===== config.mk =====
export PLATFORM = sky130hd
export DESIGN_NAME = exec_cost_unit
export DESIGN_NICKNAME = d
export VERILOG_FILES = /design/src/exec_timing_pkg.sv /design/src/exec_cost_unit.sv /design/src/operand_cost.sv /design/src/exec_timer.sv
export SDC_FILE = /design/constraint.sdc
export NUM_CORES = 1
export LEC_CHECK = 0
export BUFFER_PORTS_ARGS = -buffer_cell sky130_fd_sc_hd__buf_2
export CAP_MARGIN = 30
export CORE_MARGIN = 8
export CORE_UTILIZATION = 56
export CTS_CLUSTER_SIZE = 28
export DETAILED_ROUTE_END_ITERATION = 12
export PLACE_DENSITY = 0.79
export RECOVER_POWER = 25
export SLEW_MARGIN = 20
export SYNTH_ARGS = -nofsm -noshare
export SYNTH_HDL_FRONTEND = slang
export SYNTH_SLANG_ARGS = --single-unit

===== constraint.sdc =====
create_clock -name CLK_SYS -period 7.6 [get_ports CLK_SYS]
set_input_delay 0 -clock CLK_SYS [delete_from_list [all_inputs] [get_ports CLK_SYS]]
set_output_delay 0 -clock CLK_SYS [all_outputs]
set_load 0.03 [all_outputs]

===== src/exec_timing_pkg.sv =====
package exec_timing_pkg;

  localparam int CW = 8;
  localparam int MW = 5;
  localparam int TW = 12;

  // register byte addresses
  localparam logic [7:0] OFS_INSTR = 8'h00;
  localparam logic [7:0] OFS_TARGET = 8'h04;
  localparam logic [7:0] OFS_CTRL = 8'h08;
  localparam logic [7:0] OFS_STATUS = 8'h0C;
  localparam logic [7:0] OFS_CYCLES = 8'h10;
  localparam logic [7:0] OFS_ACCESS = 8'h14;
  localparam logic [7:0] OFS_TOTAL = 8'h18;
  localparam logic [7:0] OFS_REMAIN = 8'h1C;

  // control register fields
  localparam int CTRL_START = 0;
  localparam int CTRL_SEQ = 1;
  localparam int CTRL_OVF = 3;
  localparam int CTRL_JMP = 4;
  localparam int CTRL_MSB = 5;
  localparam int CTRL_WAIT = 6;
  localparam int CTRL_WR0 = 10;
  localparam int CTRL_DIV = 14;
  localparam logic [31:0] CTRL_MASK = 32'h000F_FFFE;
  localparam logic [31:0] CTRL_RESET = 32'h0000_0000;

  // operand mode field encodings
  localparam logic [1:0] MODE_REG = 2'h0;
  localparam logic [1:0] MODE_IND = 2'h1;
  localparam logic [1:0] MODE_SYM = 2'h2;
  localparam logic [1:0] MODE_AUTO = 2'h3;

  // extra cost of modified addressing
  localparam logic [CW-1:0] IND_C = 8'h04;
  localparam logic [MW-1:0] IND_M = 5'h01;
  localparam logic [CW-1:0] AUTO_A_C = 8'h08;
  localparam logic [CW-1:0] AUTO_B_C = 8'h06;
  localparam logic [MW-1:0] AUTO_M = 5'h02;
  localparam logic [CW-1:0] SYM_C = 8'h08;
  localparam logic [MW-1:0] SYM_M = 5'h01;
  localparam logic [CW-1:0] IDX_C = 8'h08;
  localparam logic [MW-1:0] IDX_M = 5'h02;

  // fixed sequences and special instructions
  localparam logic [CW-1:0] RESET_SEQ_C = 8'h1A;
  localparam logic [MW-1:0] RESET_SEQ_M = 5'h05;
  localparam logic [CW-1:0] LOAD_SEQ_C = 8'h16;
  localparam logic [MW-1:0] LOAD_SEQ_M = 5'h05;
  localparam logic [CW-1:0] UNDEF_C = 8'h06;
  localparam logic [MW-1:0] UNDEF_M = 5'h01;
  localparam logic [CW-1:0] DIV_OVF_C = 8'h10;
  localparam logic [MW-1:0] DIV_OVF_M = 5'h03;
  localparam logic [CW-1:0] DIV_C = 8'h5C;
  localparam logic [MW-1:0] DIV_M = 5'h06;
  localparam logic [5:0] DIV_STEPS_MAX = 6'h20;
  localparam logic [CW-1:0] X_ADJ_C = 8'h04;
  localparam logic [MW-1:0] X_ADJ_M = 5'h01;
  localparam logic [CW-1:0] SHIFT_C = 8'h0C;
  localparam logic [CW-1:0] SHIFT_WR0_C = 8'h14;
  localparam logic [4:0] SHIFT_FULL = 5'h10;

  typedef enum logic [1:0] {SET_NONE, SET_A, SET_B} set_type;
  typedef enum logic [1:0] {SEQ_INSTR, SEQ_RESET, SEQ_LOAD, SEQ_INTR} seq_type;

  typedef struct packed {
    logic [CW-1:0] c;
    logic [MW-1:0] m;
    set_type src;
    set_type dst;
    logic is_x;
  } cost_type;

endpackage : exec_timing_pkg


===== src/exec_cost_unit.sv =====
`timescale 1ns/100ps
module exec_cost_unit
  import exec_timing_pkg::*;
(
  input wire logic CLK_SYS, // system clock, 250 MHz
  input wire logic RST, // asynchronous reset, active high
  input wire logic CYC_I, // bus cycle
  input wire logic STB_I, // bus strobe
  input wire logic WE_I, // write enable
  input wire logic [7:0] ADR_I, // byte address
  input wire logic [3:0] SEL_I, // byte lane selects
  input wire logic [31:0] DAT_I, // write data
  output logic [31:0] DAT_O, // read data
  output logic ACK_O, // bus acknowledge
  output logic EXEC_BUSY // execution window running
);

  logic [15:0] instr_q;
  logic [15:0] target_q;
  logic [31:0] ctrl_q;
  logic start_pulse;
  logic done_q;
  logic [CW-1:0] cyc_q;
  logic [MW-1:0] acc_q;
  logic [TW-1:0] total_q;
  logic [3:0] w_q;
  logic bus_req;
  logic wr_take;
  logic [31:0] rd_data;
  cost_type base_i;
  cost_type base_t;
  logic [CW-1:0] next_c;
  logic [MW-1:0] next_m;
  logic [TW-1:0] next_total;
  logic [1:0] mode_sel [4];
  logic [3:0] reg_sel [4];
  set_type set_sel [4];
  logic [CW-1:0] op_c [4];
  logic [MW-1:0] op_m [4];
  logic [TW-1:0] remain;
  logic tdone;
  seq_type seq;
  logic [3:0] wait_st;

  function automatic cost_type mk(input logic [CW-1:0] c,
                                  input logic [MW-1:0] m,
                                  input set_type s,
                                  input set_type d);
    cost_type r;
    r.c = c;
    r.m = m;
    r.src = s;
    r.dst = d;
    r.is_x = 1'b0;
    return r;
  endfunction : mk

  function automatic logic [31:0] merge(input logic [31:0] old,
                                        input logic [31:0] nw,
                                        input logic [3:0] sel);
    logic [31:0] r;
    r = old;
    for (int i = 0; i < 4; i++)
      if (sel[i])
        r[8*i +: 8] = nw[8*i +: 8];
    return r;
  endfunction : merge

  // cost of one opcode word with all operands in register mode
  function automatic cost_type base_cost(input logic [15:0] op,
                                         input logic ovf,
                                         input logic jmp,
                                         input logic msb,
                                         input logic [3:0] wr0,
                                         input logic [5:0] steps);
    cost_type r;
    set_type bs;
    logic [3:0] crc;
    logic [3:0] cnt;
    logic [5:0] st;
    r = mk(UNDEF_C, UNDEF_M, SET_NONE, SET_NONE);
    bs = op[12] ? SET_B : SET_A;
    crc = op[9:6];
    cnt = op[7:4];
    st = (steps > DIV_STEPS_MAX) ? DIV_STEPS_MAX : steps;
    if (op[15:14] != 2'h0)
      r = mk(8'h0E, (op[15:13] == 3'h4) ? 5'h03 : 5'h04, bs, bs);
    else if (op[13])
    begin
      unique case (op[12:10])
        3'h0, 3'h1: r = mk(8'h0E, 5'h03, SET_A, SET_NONE);
        3'h2: r = mk(8'h0E, 5'h04, SET_A, SET_NONE);
        3'h3: r = mk(8'h24, 5'h08, SET_A, SET_NONE);
        3'h4:
          if (crc == 4'h0)
            r = mk(8'h34, 5'h03, SET_A, SET_NONE);
          else
            r = mk(8'h14 + {3'h0, crc, 1'b0}, 5'h03,
                   (crc <= 4'h8) ? SET_B : SET_A, SET_NONE);
        3'h5:
          if (crc == 4'h0)
            r = mk(8'h3C, 5'h04, SET_A, SET_NONE);
          else if (crc <= 4'h7)
            r = mk(8'h2A, 5'h04, SET_B, SET_NONE);
          else if (crc == 4'h8)
            r = mk(8'h2C, 5'h04, SET_B, SET_NONE);
          else
            r = mk(8'h3A, 5'h04, SET_A, SET_NONE);
        3'h6: r = mk(8'h34, 5'h05, SET_A, SET_NONE);
        3'h7:
          // exact divide length follows the partial quotients
          r = ovf ? mk(DIV_OVF_C, DIV_OVF_M, SET_A, SET_NONE)
                  : mk(DIV_C + {2'h0, st}, DIV_M, SET_A, SET_NONE);
      endcase
    end
    else if (op[12])
    begin
      if (op[11:8] >= 4'hD)
        r = mk(8'h0C, 5'h02, SET_NONE, SET_NONE);
      else
        r = mk(jmp ? 8'h0A : 8'h08, 5'h01, SET_NONE, SET_NONE);
    end
    else if (op[11:10] == 2'h2)
    begin
      if (cnt != 4'h0)
        r = mk(SHIFT_C + {3'h0, cnt, 1'b0}, 5'h03, SET_NONE, SET_NONE);
      else if (wr0 == 4'h0)
        r = mk(SHIFT_WR0_C + {2'h0, SHIFT_FULL, 1'b0}, 5'h04,
               SET_NONE, SET_NONE);
      else
        r = mk(SHIFT_WR0_C + {3'h0, wr0, 1'b0}, 5'h04,
               SET_NONE, SET_NONE);
    end
    else if (op[11:10] == 2'h1)
    begin
      unique case (op[9:6])
        4'h0: r = mk(8'h1A, 5'h06, SET_A, SET_NONE);
        4'h1: r = mk(8'h08, 5'h02, SET_A, SET_NONE);
        4'h2:
        begin
          r = mk(8'h08, 5'h02, SET_A, SET_NONE);
          r.is_x = 1'b1;
        end
        4'h4, 4'hA: r = mk(8'h0C, 5'h03, SET_A, SET_NONE);
        4'h3, 4'h5, 4'h6, 4'h7, 4'h8, 4'h9, 4'hB, 4'hC:
          r = mk(8'h0A, 5'h03, SET_A, SET_NONE);
        4'hD: r = msb ? mk(8'h0E, 5'h03, SET_A, SET_NONE)
                      : mk(8'h0C, 5'h02, SET_A, SET_NONE);
        4'hE, 4'hF: r = mk(UNDEF_C, UNDEF_M, SET_NONE, SET_NONE);
      endcase
    end
    else if (op[11:9] == 3'h1)
    begin
      unique case (op[8:5])
        4'h0: r = mk(8'h0C, 5'h03, SET_NONE, SET_NONE);
        4'h1, 4'h2, 4'h3, 4'hC: r = mk(8'h0E, 5'h04, SET_NONE, SET_NONE);
        4'h4: r = mk(8'h0E, 5'h03, SET_NONE, SET_NONE);
        4'h5, 4'h6: r = mk(8'h08, 5'h02, SET_NONE, SET_NONE);
        4'h7: r = mk(8'h0A, 5'h02, SET_NONE, SET_NONE);
        4'h8: r = mk(8'h10, 5'h02, SET_NONE, SET_NONE);
        4'h9: r = mk(UNDEF_C, UNDEF_M, SET_NONE, SET_NONE);
        4'hA, 4'hB, 4'hD, 4'hE, 4'hF:
          r = mk(8'h0C, 5'h01, SET_NONE, SET_NONE);
      endcase
    end
    return r;
  endfunction : base_cost

  assign seq = seq_type'(ctrl_q[CTRL_SEQ +: 2]);
  assign wait_st = ctrl_q[CTRL_WAIT +: 4];
  assign bus_req = CYC_I & STB_I;
  assign wr_take = bus_req & WE_I & ACK_O;

  always_comb
  begin
    base_i = base_cost(instr_q, ctrl_q[CTRL_OVF], ctrl_q[CTRL_JMP],
                       ctrl_q[CTRL_MSB], ctrl_q[CTRL_WR0 +: 4],
                       ctrl_q[CTRL_DIV +: 6]);
    base_t = base_cost(target_q, ctrl_q[CTRL_OVF], ctrl_q[CTRL_JMP],
                       ctrl_q[CTRL_MSB], ctrl_q[CTRL_WR0 +: 4],
                       ctrl_q[CTRL_DIV +: 6]);
  end

  always_comb
  begin
    mode_sel[0] = instr_q[5:4];
    reg_sel[0] = instr_q[3:0];
    set_sel[0] = base_i.src;
    mode_sel[1] = instr_q[11:10];
    reg_sel[1] = instr_q[9:6];
    set_sel[1] = base_i.dst;
    mode_sel[2] = target_q[5:4];
    reg_sel[2] = target_q[3:0];
    set_sel[2] = base_t.src;
    mode_sel[3] = target_q[11:10];
    reg_sel[3] = target_q[9:6];
    set_sel[3] = base_t.dst;
  end

  for (genvar g = 0; g < 4; g++)
  begin : g_op
    operand_cost u_op (
      .mode(mode_sel[g]),
      .reg_num(reg_sel[g]),
      .cost_set(set_sel[g]),
      .extra_c(op_c[g]),
      .extra_m(op_m[g])
    );
  end

  always_comb
  begin
    next_c = base_i.c + op_c[0] + op_c[1];
    next_m = base_i.m + op_m[0] + op_m[1];
    unique case (seq)
      SEQ_RESET:
      begin
        next_c = RESET_SEQ_C;
        next_m = RESET_SEQ_M;
      end
      SEQ_LOAD, SEQ_INTR:
      begin
        next_c = LOAD_SEQ_C;
        next_m = LOAD_SEQ_M;
      end
      SEQ_INSTR:
        // a target that is itself an execute is costed flat, no nesting
        if (base_i.is_x)
        begin
          next_c = next_c + base_t.c + op_c[2] + op_c[3] - X_ADJ_C;
          next_m = next_m + base_t.m + op_m[2] + op_m[3] - X_ADJ_M;
        end
    endcase
    next_total = TW'(next_c) + TW'(wait_st) * TW'(next_m);
  end

  always_ff @(posedge CLK_SYS or posedge RST)
  begin
    if (RST)
    begin
      instr_q <= 16'h0000;
      target_q <= 16'h0000;
      ctrl_q <= CTRL_RESET;
    end
    else if (wr_take)
    begin
      if (ADR_I == OFS_INSTR)
        instr_q <= 16'(merge({16'h0000, instr_q}, DAT_I, SEL_I));
      if (ADR_I == OFS_TARGET)
        target_q <= 16'(merge({16'h0000, target_q}, DAT_I, SEL_I));
      if (ADR_I == OFS_CTRL)
        ctrl_q <= merge(ctrl_q, DAT_I, SEL_I) & CTRL_MASK;
    end
  end

  // start is a self-clearing command; costs settle one cycle after the write
  always_ff @(posedge CLK_SYS or posedge RST)
  begin
    if (RST)
      start_pulse <= 1'b0;
    else
      start_pulse <= wr_take && ADR_I == OFS_CTRL && SEL_I[0]
                     && DAT_I[CTRL_START];
  end

  always_ff @(posedge CLK_SYS or posedge RST)
  begin
    if (RST)
    begin
      cyc_q <= '0;
      acc_q <= '0;
      total_q <= '0;
      w_q <= 4'h0;
    end
    else if (start_pulse)
    begin
      cyc_q <= next_c;
      acc_q <= next_m;
      total_q <= next_total;
      w_q <= wait_st;
    end
  end

  // completion wins over a start in the same cycle so no end is lost
  always_ff @(posedge CLK_SYS or posedge RST)
  begin
    if (RST)
      done_q <= 1'b0;
    else if (tdone)
      done_q <= 1'b1;
    else if (start_pulse)
      done_q <= 1'b0;
  end

  exec_timer u_timer (
    .clk(CLK_SYS),
    .rst(RST),
    .load(start_pulse),
    .total(next_total),
    .busy(EXEC_BUSY),
    .remain(remain),
    .done(tdone)
  );

  always_comb
  begin
    unique case (ADR_I)
      OFS_INSTR: rd_data = {16'h0000, instr_q};
      OFS_TARGET: rd_data = {16'h0000, target_q};
      OFS_CTRL: rd_data = ctrl_q;
      OFS_STATUS: rd_data = {30'h0000_0000, done_q, EXEC_BUSY};
      OFS_CYCLES: rd_data = {24'h00_0000, cyc_q};
      OFS_ACCESS: rd_data = {27'h000_0000, acc_q};
      OFS_TOTAL: rd_data = {20'h0_0000, total_q};
      OFS_REMAIN: rd_data = {20'h0_0000, remain};
      default: rd_data = 32'h0000_0000;
    endcase
  end

  always_ff @(posedge CLK_SYS or posedge RST)
  begin
    if (RST)
    begin
      ACK_O <= 1'b0;
      DAT_O <= 32'h0000_0000;
    end
    else
    begin
      ACK_O <= bus_req & ~ACK_O;
      if (bus_req && !ACK_O && !WE_I)
        DAT_O <= rd_data;
    end
  end
endmodule : exec_cost_unit


===== src/operand_cost.sv =====
`timescale 1ns/100ps
module operand_cost
  import exec_timing_pkg::*;
(
  input wire logic [1:0] mode, // operand mode field
  input wire logic [3:0] reg_num, // operand register number
  input wire set_type cost_set, // which cost set applies
  output logic [CW-1:0] extra_c, // extra clock cycles
  output logic [MW-1:0] extra_m // extra memory accesses
);

  always_comb
  begin
    extra_c = '0;
    extra_m = '0;
    if (cost_set != SET_NONE)
    begin
      unique case (mode)
        MODE_REG:
        begin
          extra_c = '0;
          extra_m = '0;
        end
        MODE_IND:
        begin
          extra_c = IND_C;
          extra_m = IND_M;
        end
        MODE_AUTO:
        begin
          // byte operands step the register by one, which is cheaper
          extra_c = (cost_set == SET_B) ? AUTO_B_C : AUTO_A_C;
          extra_m = AUTO_M;
        end
        MODE_SYM:
        begin
          extra_c = (reg_num == 4'h0) ? SYM_C : IDX_C;
          extra_m = (reg_num == 4'h0) ? SYM_M : IDX_M;
        end
      endcase
    end
  end

endmodule : operand_cost


===== src/exec_timer.sv =====
`timescale 1ns/100ps
module exec_timer
  import exec_timing_pkg::*;
(
  input wire logic clk, // system clock
  input wire logic rst, // async reset, active high
  input wire logic load, // start a new execution window
  input wire logic [TW-1:0] total, // cycles the window lasts
  output logic busy, // window in progress
  output logic [TW-1:0] remain, // cycles left in the window
  output logic done // one-cycle pulse at window end
);

  typedef enum logic {T_IDLE, T_RUN} tstate_type;
  tstate_type state;

  always_ff @(posedge clk or posedge rst)
  begin
    if (rst)
    begin
      state <= T_IDLE;
      busy <= 1'b0;
      remain <= '0;
      done <= 1'b0;
    end
    else
    begin
      done <= 1'b0;
      if (load && total != '0)
      begin
        state <= T_RUN;
        busy <= 1'b1;
        remain <= total;
      end
      else
      begin
        unique case (state)
          T_IDLE:
            busy <= 1'b0;
          T_RUN:
            if (remain == TW'(1))
            begin
              state <= T_IDLE;
              busy <= 1'b0;
              remain <= '0;
              done <= 1'b1;
            end
            else
              remain <= remain - TW'(1);
        endcase
      end
    end
  end
endmodule : exec_timer


* Word level (Yosys, flattened, before mapping)
Memory sizes are Yosys's and may differ from the RTL's.
Cells that the tools add are included.
** Storage, ports and cells
- Logic and storage cells :: 261
- Bits in read-only memories :: 224
- Memory bits (writable) :: 0
- Output and inout bits :: 34
- Bits in latches :: 0
- Register bits after elaboration :: 126
- Memories :: 2
** Memory list
- (name not given) :: words 16, bits a word 7, rd ports 1, clocked after memory_dff 0, wr ports 0, line exec_cost_unit.sv:154 : unique case (op[8:5])
- (name not given) :: words 16, bits a word 7, rd ports 1, clocked after memory_dff 0, wr ports 0, line exec_cost_unit.sv:154
** Operators by class
- Add/sub/neg operators :: 20
- Div/mod/pow operators :: 0
- Order comparisons :: 7
- Shift-type cells :: 0
- Multiplexer cells :: 82
- Multiply operators :: 1
- Bitwise gates (word level) :: 6
- Equality and inequality tests :: 76
- Reduce and logical (&&, ||, !) cells :: 49
** Operator list (number)
- case mux 18 bit (7 select lines) :: 4
- two-way mux 18 bit :: 13
- case mux 20 bit (8 select lines) :: 1
- case mux 8 bit (4 select lines) :: 4
- two-way mux 15 bit :: 6
- two-way mux 16 bit :: 5
- case mux 5 bit (4 select lines) :: 4
- == test 4 bit, second input constant :: 16
- two-way mux 12 bit :: 4
- adder 8 bit :: 5
- two-way mux 8 bit :: 5
- == test 4 x 3 -> 1 bit, second input constant :: 8
- == test 8 x 5 -> 1 bit, second input constant :: 4
- == test 3 bit, second input constant :: 10
- == test 2 bit, second input constant :: 14
- two-way mux 13 bit :: 2
- adder 5 bit :: 5
- two-way mux 5 bit :: 5
- case mux 8 bit (3 select lines) :: 1
- AND reduction 3 bit :: 7
- zero test 4 bit :: 5
- adder 5 x 5 -> 6 bit, first input constant :: 3
- two-way mux 2 bit :: 9
- == test 4 x 2 -> 1 bit, second input constant :: 4
- 38 further kinds :: 97

* Depth between registers and ports, before layout
- Word-level depth :: 24
- Mapped depth :: 38
- Mapped depth without buffers :: 36

* Modules after synthesis
Synthesis repeated with hierarchy kept, for this count alone.
** Unflattened totals
- Cell total of the unflattened synthesis :: 1246
- Area, all modules :: 10869.2 sq um
** Modules (own cells, without submodules)
- exec_cost_unit :: times used 1, sequential area each 2427.3 sq um, cells each 1044, area an instance 9300.2 sq um
- exec_timer :: times used 1, sequential area each 375.4 sq um, cells each 110, area an instance 978.4 sq um
- operand_cost :: times used 4, sequential area each 0.0 sq um, cells each 23, area an instance 147.6 sq um

* Worst setup path after synthesis
No wires, ideal clock.
- Kind :: register -> register
- Start :: register instr_q[5]
- End :: register u_timer.remain[0]
- Cell stages (with the launch flop) :: 37
- Data arrival time :: 7.996 ns
- Slack :: -0.531 ns
- Path buffers :: 1
- Setup time :: 0.135 ns
- Cells stage by stage :: dfrtp_1 > inv_1 > ha_1 > inv_1 > ha_1 > nand2b_1 > o32ai_1 > a21oi_1 > o31a_1 > o21ai_0 > a31oi_1 > fa_1 > ha_1 > inv_1 > ha_1 > fa_1 > inv_1 > ha_1 > a21o_1 > a21oi_1 > xor2_1 > mux2_2 > nor2_1 > and2_1 > fa_1 > fa_1 > inv_1 > fa_1 > inv_1 > ha_1 > o21ai_0 > o211a_1 > o221ai_1 > nand2_1 > a41oi_1 > clkbuf_1 > o21ai_0
** On the way
- Longest elaborated chain between the ends :: 22
- Elaborated cells between the ends (all ways) :: 49
** RTL lines
- start, declared :: line exec_cost_unit.sv:18 : logic [15:0] instr_q;
- start signal, assigned :: line exec_cost_unit.sv:248 : instr_q <= 16'(merge({16'h0000, instr_q}, DAT_I, SEL_I));
- parallel branches: the longest is 18 deep, another holds memory (16 x 7 bit)
- adder 8 x 9 -> 10 bit (*) :: line exec_cost_unit.sv:234 : next_total = TW'(next_c) + TW'(wait_st) * TW'(next_m);
- nonzero test 12 bit :: line exec_timer.sv:29 : if (load && total != '0)
- logical AND 1 bit :: line exec_timer.sv:29
- two-way mux 12 bit or nonzero test 2 bit (tied branches)
- end signal, assigned :: line exec_timer.sv:33 : remain <= total;
- end signal, assigned :: line exec_timer.sv:49 : remain <= remain - TW'(1);
- end, declared :: line exec_timer.sv:10 : output logic [TW-1:0] remain,
Every way passes the cells marked *. The select of a mux whose other input is x is not followed.
A chain may end at the register's enable or synchronous reset.

* Worst setup path in the final report
- Start :: register instr_q[5]
- End :: register u_timer.busy
** On the way
- Longest elaborated chain between the ends :: 22
- Elaborated cells between the ends (all ways) :: 49
** RTL lines
- parallel branches: the longest is 18 deep, another holds memory (16 x 7 bit)
- adder 8 x 9 -> 10 bit (*) :: line exec_cost_unit.sv:234
- nonzero test 12 bit (*) :: line exec_timer.sv:29
- logical AND 1 bit (*) :: line exec_timer.sv:29
- != test 3 bit (no source line) or two-way mux 1 bit (tied branches)
- end signal, assigned :: line exec_timer.sv:32 : busy <= 1'b1;
- end signal, assigned :: line exec_timer.sv:39 : busy <= 1'b0;
- end signal, assigned :: line exec_timer.sv:44 : busy <= 1'b0;
- end, declared :: line exec_timer.sv:9 : output logic busy,
Marks and branches as above.

==> out/qor.csv <==
stage;metric;value;unit
hold_path;hold path endpoint;ctrl_q[19]$_DFFE_PP0P_;
cts;Clk Latency, worst-skew pair;370;ps
sta;Max-slew headroom;-44.3;%
setup_path;Register-to-Register Path Depth;37;
routing;Final ANT Viol Nets;0;
synthesis;mux contribution to synthesized area;9.87;%
cts;Inserted Clock Buffers;9;
setup_path;Worst path slowest cell;fa_2;
synthesis;Ys Warns;0;
synthesis;part of the Yosys area used for sequential elements;29.4;%
sta;worst slew pin tran;2170;ps
synthesis;most numerous cell in the Yosys netlist;dfrtp_1;
outcome;violated checks;max-capacitance violations, max-slew violations, negative setup slack;
place;gpl congestion;1.07;
synthesis;Synth Area in Simple Gates;17.5;%
synthesis;Synth Register Bits;112;
synthesis;Commonest cells post-synth;dfrtp_1, nand2_1, inv_1, o21ai_0, nor2_1;
layout;nets;1415;
synthesis;top-area cell type share of the netlist area;29.4;%
pwr;Seq pwr share;49.9;%
synthesis;main combinational cell family by area after synthesis;compound AO/OA/AOI/OAI gates;
place;HPWL after DPL;24.0;mm
layout;fillcell total;1232;
setup_path;FF-to-FF End;u_timer.busy$_DFFE_PP0P_;
routing;DRT iter0 DRCs;955;
grt;Tot GR Track Use;29.6;%
pwr;Pwr Density;102;nW/µm²
setup_path;Top delay family on crit path;adder cells;
floorplanning;# IOs;83;
setup_path;CP bufs+invs;10;
grt;gr ovfl total;0;
job;Max Cap Viol;2;
pwr;combinational share of power;8.9;%
floorplanning;die width;146;µm
cts;Root Driver;clkbuf_16;
sta;RSZ-0062 raised after global routing;yes;
routing;Detailed Route WL;32.4;mm
hold_path;hold path depth;3;
floorplanning;DIE AREA;21400;µm²
sta;Sum Neg Setup Slack;-5320;ps
layout;Layout area overhead;25.1;%
sta;f_max;0.125;GHz
synthesis;Most used DFF post-synth;dfrtp_1;
floorplanning;Core Rows;47;
place;pre-CTS WS;-577;ps
pwr;clock share of power;41.2;%
cts;Clock Sinks;112;
synthesis;Cells after Synth;1092;
floorplanning;core area;16600;µm²
floorplanning;effective utilization at floorplan;57.4;%
synthesis;top cells by area, synth;dfrtp_1, ha_1, mux2_2, fa_1, o21ai_0;
grt;initial antenna violation count;0;
sta;fin crit share;105;%
cts;H-tree levels;3;
pwr;Peak VDD IR;0.000122;V
setup_path;Worst R2R Setup Slack;-400;ps
pwr;Sw Pwr;0.000335;W
sta;Setup Viol. Count Final;16;
synthesis;EDFF count, synth;0;
layout;ANT cells;0;
routing;wire per inst;21.7;µm
setup_path;crit start category;flip-flop;
cts;CTS tree;built;
setup_path;cell mode on critical path;inv_2;
pwr;Sw Ratio;27.6;%
cts;Clock transition at path regs;90;ps
grt;largest net degree at the start of global routing;49;
layout;share of layout cells above drive strength 1;28.4;%
cts;Clock Tree Buf Depth;2;
setup_path;Worst Path Max Fanout;5;
hold_path;Hold Startpoint;SEL_I[2];
routing;Vias;9409;
sta;Tmin final;8000;ps
sta;Final Hold Viols;0;
synthesis;Post-Synth XOR/XNOR Area;1.93;%
routing;drt drc;0;
grt;number of global-route vias before repair;9315;
setup_path;max incr delay on CP;560;ps
layout;Non-Filler Instances;1492;
synthesis;Post-Synthesis Cell Area;9520;µm²
routing;DRT Pass-1 Iters;5;
sta;Max Transition Viols Final;34;
pwr;final total power;0.00121;W
setup_path;Worst EP required;7870;ps
synthesis;complex-gate fraction of the synthesized area;18.8;%
hold_path;HP Class;in2reg;
pwr;Pleak;5.56;nW
place;port buffer count;57;
sta;Setup Skew;9.28;ps
setup_path;crit path kind;reg2reg;
grt;first-pass GRT wire length;50.6;mm
setup_path;CP Data Arrival Time;8260;ps
synthesis;async set or reset register ratio after synthesis;100;%
routing;Vias/cell;6.31;
synthesis;Netlist cell types;74;
synthesis;adder-cell share of the synthesized area;15.3;%
pwr;internal power;0.000880;W
setup_path;Setup crit end kind;flip-flop;
synthesis;top cell type by total area after synthesis;dfrtp_1;
floorplanning;Die Y;146;µm
synthesis;mean area per synthesized cell;8.72;µm²
sta;setup ws final;-396;ps
place;dpl cells;1434;
setup_path;RR Startpoint;instr_q[5]$_DFFE_PP0P_;
outcome;status;finished, violations left;
## power groups by stage
stage	logic (W)	registers [W]	clock network [W]
2_1_floorplan	0.0000613	0.000616	0
3_3_place_gp	0.0000875	0.000617	0
3_5_place_dp	0.0000921	0.000617	0
4_1_cts	0.000104	0.000605	0.000503
5_1_grt	0.000119	0.000607	0.000522
6_report	0.000108	0.000606	0.000500
## what timing repair did
item	in CTS	in global routing
setup buffers	11	11
pin swaps	44	54
gates resized for setup	59	42
endpoints found under the setup margin	21	21
hold buffers	23	0
endpoints found under the hold margin	84	0
## sequential cells by signal, indices dropped and copies added, names as in the netlist, 5 cells and up
register	count
acc_q	5
ctrl_q	19
total_q	10
u_timer.remain	12
target_q	16
instr_q	16
cyc_q	8
DAT_O	20
## per-stage QoR
stage               hold WS, ps  util, %  instance area (µm²)
global placement           21.5     65.5                10900
detailed placement         29.3     65.7                10900
finish                      148     71.8                11900
CTS                         144     70.7                11700
global route                176     71.8                11900
floorplan                   117        -                 9670
## how the worst max path moves through the flow
stage | from | end | slack, ps | depth (start not counted)
floorplan | instr_q[5]$_DFFE_PP0P_ | u_timer.remain[0]$_DFFE_PP0P_ | 40 | 34
global placement | instr_q[5]$_DFFE_PP0P_ | u_timer.busy$_DFFE_PP0P_ | -360 | 35
detailed placement | instr_q[5]$_DFFE_PP0P_ | u_timer.busy$_DFFE_PP0P_ | -580 | 36
CTS | instr_q[5]$_DFFE_PP0P_ | u_timer.busy$_DFFE_PP0P_ | -200 | 35
global route | instr_q[5]$_DFFE_PP0P_ | u_timer.remain[7]$_DFFE_PP0P_ | -620 | 38
finish | instr_q[5]$_DFFE_PP0P_ | u_timer.busy$_DFFE_PP0P_ | -400 | 37
## area by class of cell
type	instances	area [µm²]	share of cell area, %
clock buffers	9	225	1.89
clock inverters	7	78.8	0.662
inverters	84	319	2.68
multi-input cells	828	6510	54.6
flip-flops and latches	112	2800	23.5
well taps	220	275	2.31
repair buffers	232	1700	14.3
## worst register-to-register path: cells and delay by family (launching register included)
kind | cells | cell delay [ps]
and+or+nand+nor | 5 | 930
xor gates and xnor gates | 1 | 220
AOI/OAI and AO/OA | 10 | 1670
buffers and inverters | 10 | 850
DFF | 1 | 430
adders and majority gates | 11 | 3790
## cell usage in the layout (no fill, tap or decap), types with 11 or more instances in the layout
master | synthesis | routed
buf_4 | 13 | 141
nor2_1 | 73 | 65
nor2b_1 | 12 | 12
ha_1 | 70 | 58
a22oi_1 | 12 | 12
and2_1 | 20 | 19
inv_2 | 0 | 11
a31oi_1 | 15 | 14
mux2_2 | 65 | 63
dfrtp_1 | 112 | 111
nor3_1 | 32 | 30
nand2b_1 | 13 | 12
buf_2 | 4 | 34
a21oi_1 | 67 | 61
o21ai_0 | 84 | 66
dlygate4sd3_1 | 0 | 23
fa_1 | 29 | 23
nand2_1 | 91 | 89
a21o_1 | 16 | 16
conb_1 | 1 | 12
nand3_1 | 29 | 27
mux2i_1 | 14 | 14
inv_1 | 84 | 71
clkbuf_1 | 51 | 24
and3_1 | 16 | 16
## per-layer routing
metal  wire, µm  track usage [%]  vias to the layer above
met5          0                0                        -
li1           -                -                     4211
met1      12300             36.4                     4483
met4       2100             18.3                        0
met2      15300             47.2                      578
met3       2710             5.59                      137
## logic make-up (layout without fill, tap and decap cells)
logic type               after synthesis  in the layout
XOR/XNOR                              21             21
buffers and inverters                163            332
multiplexers                          82             82
adder cells (fa/ha/maj)               99             99
AND/OR/NAND/NOR                      333            333
AO/OA/AOI/OAI                        281            281
flip-flops                           112            112
other                                  1             12
Power figures use the tool's default switching activity.
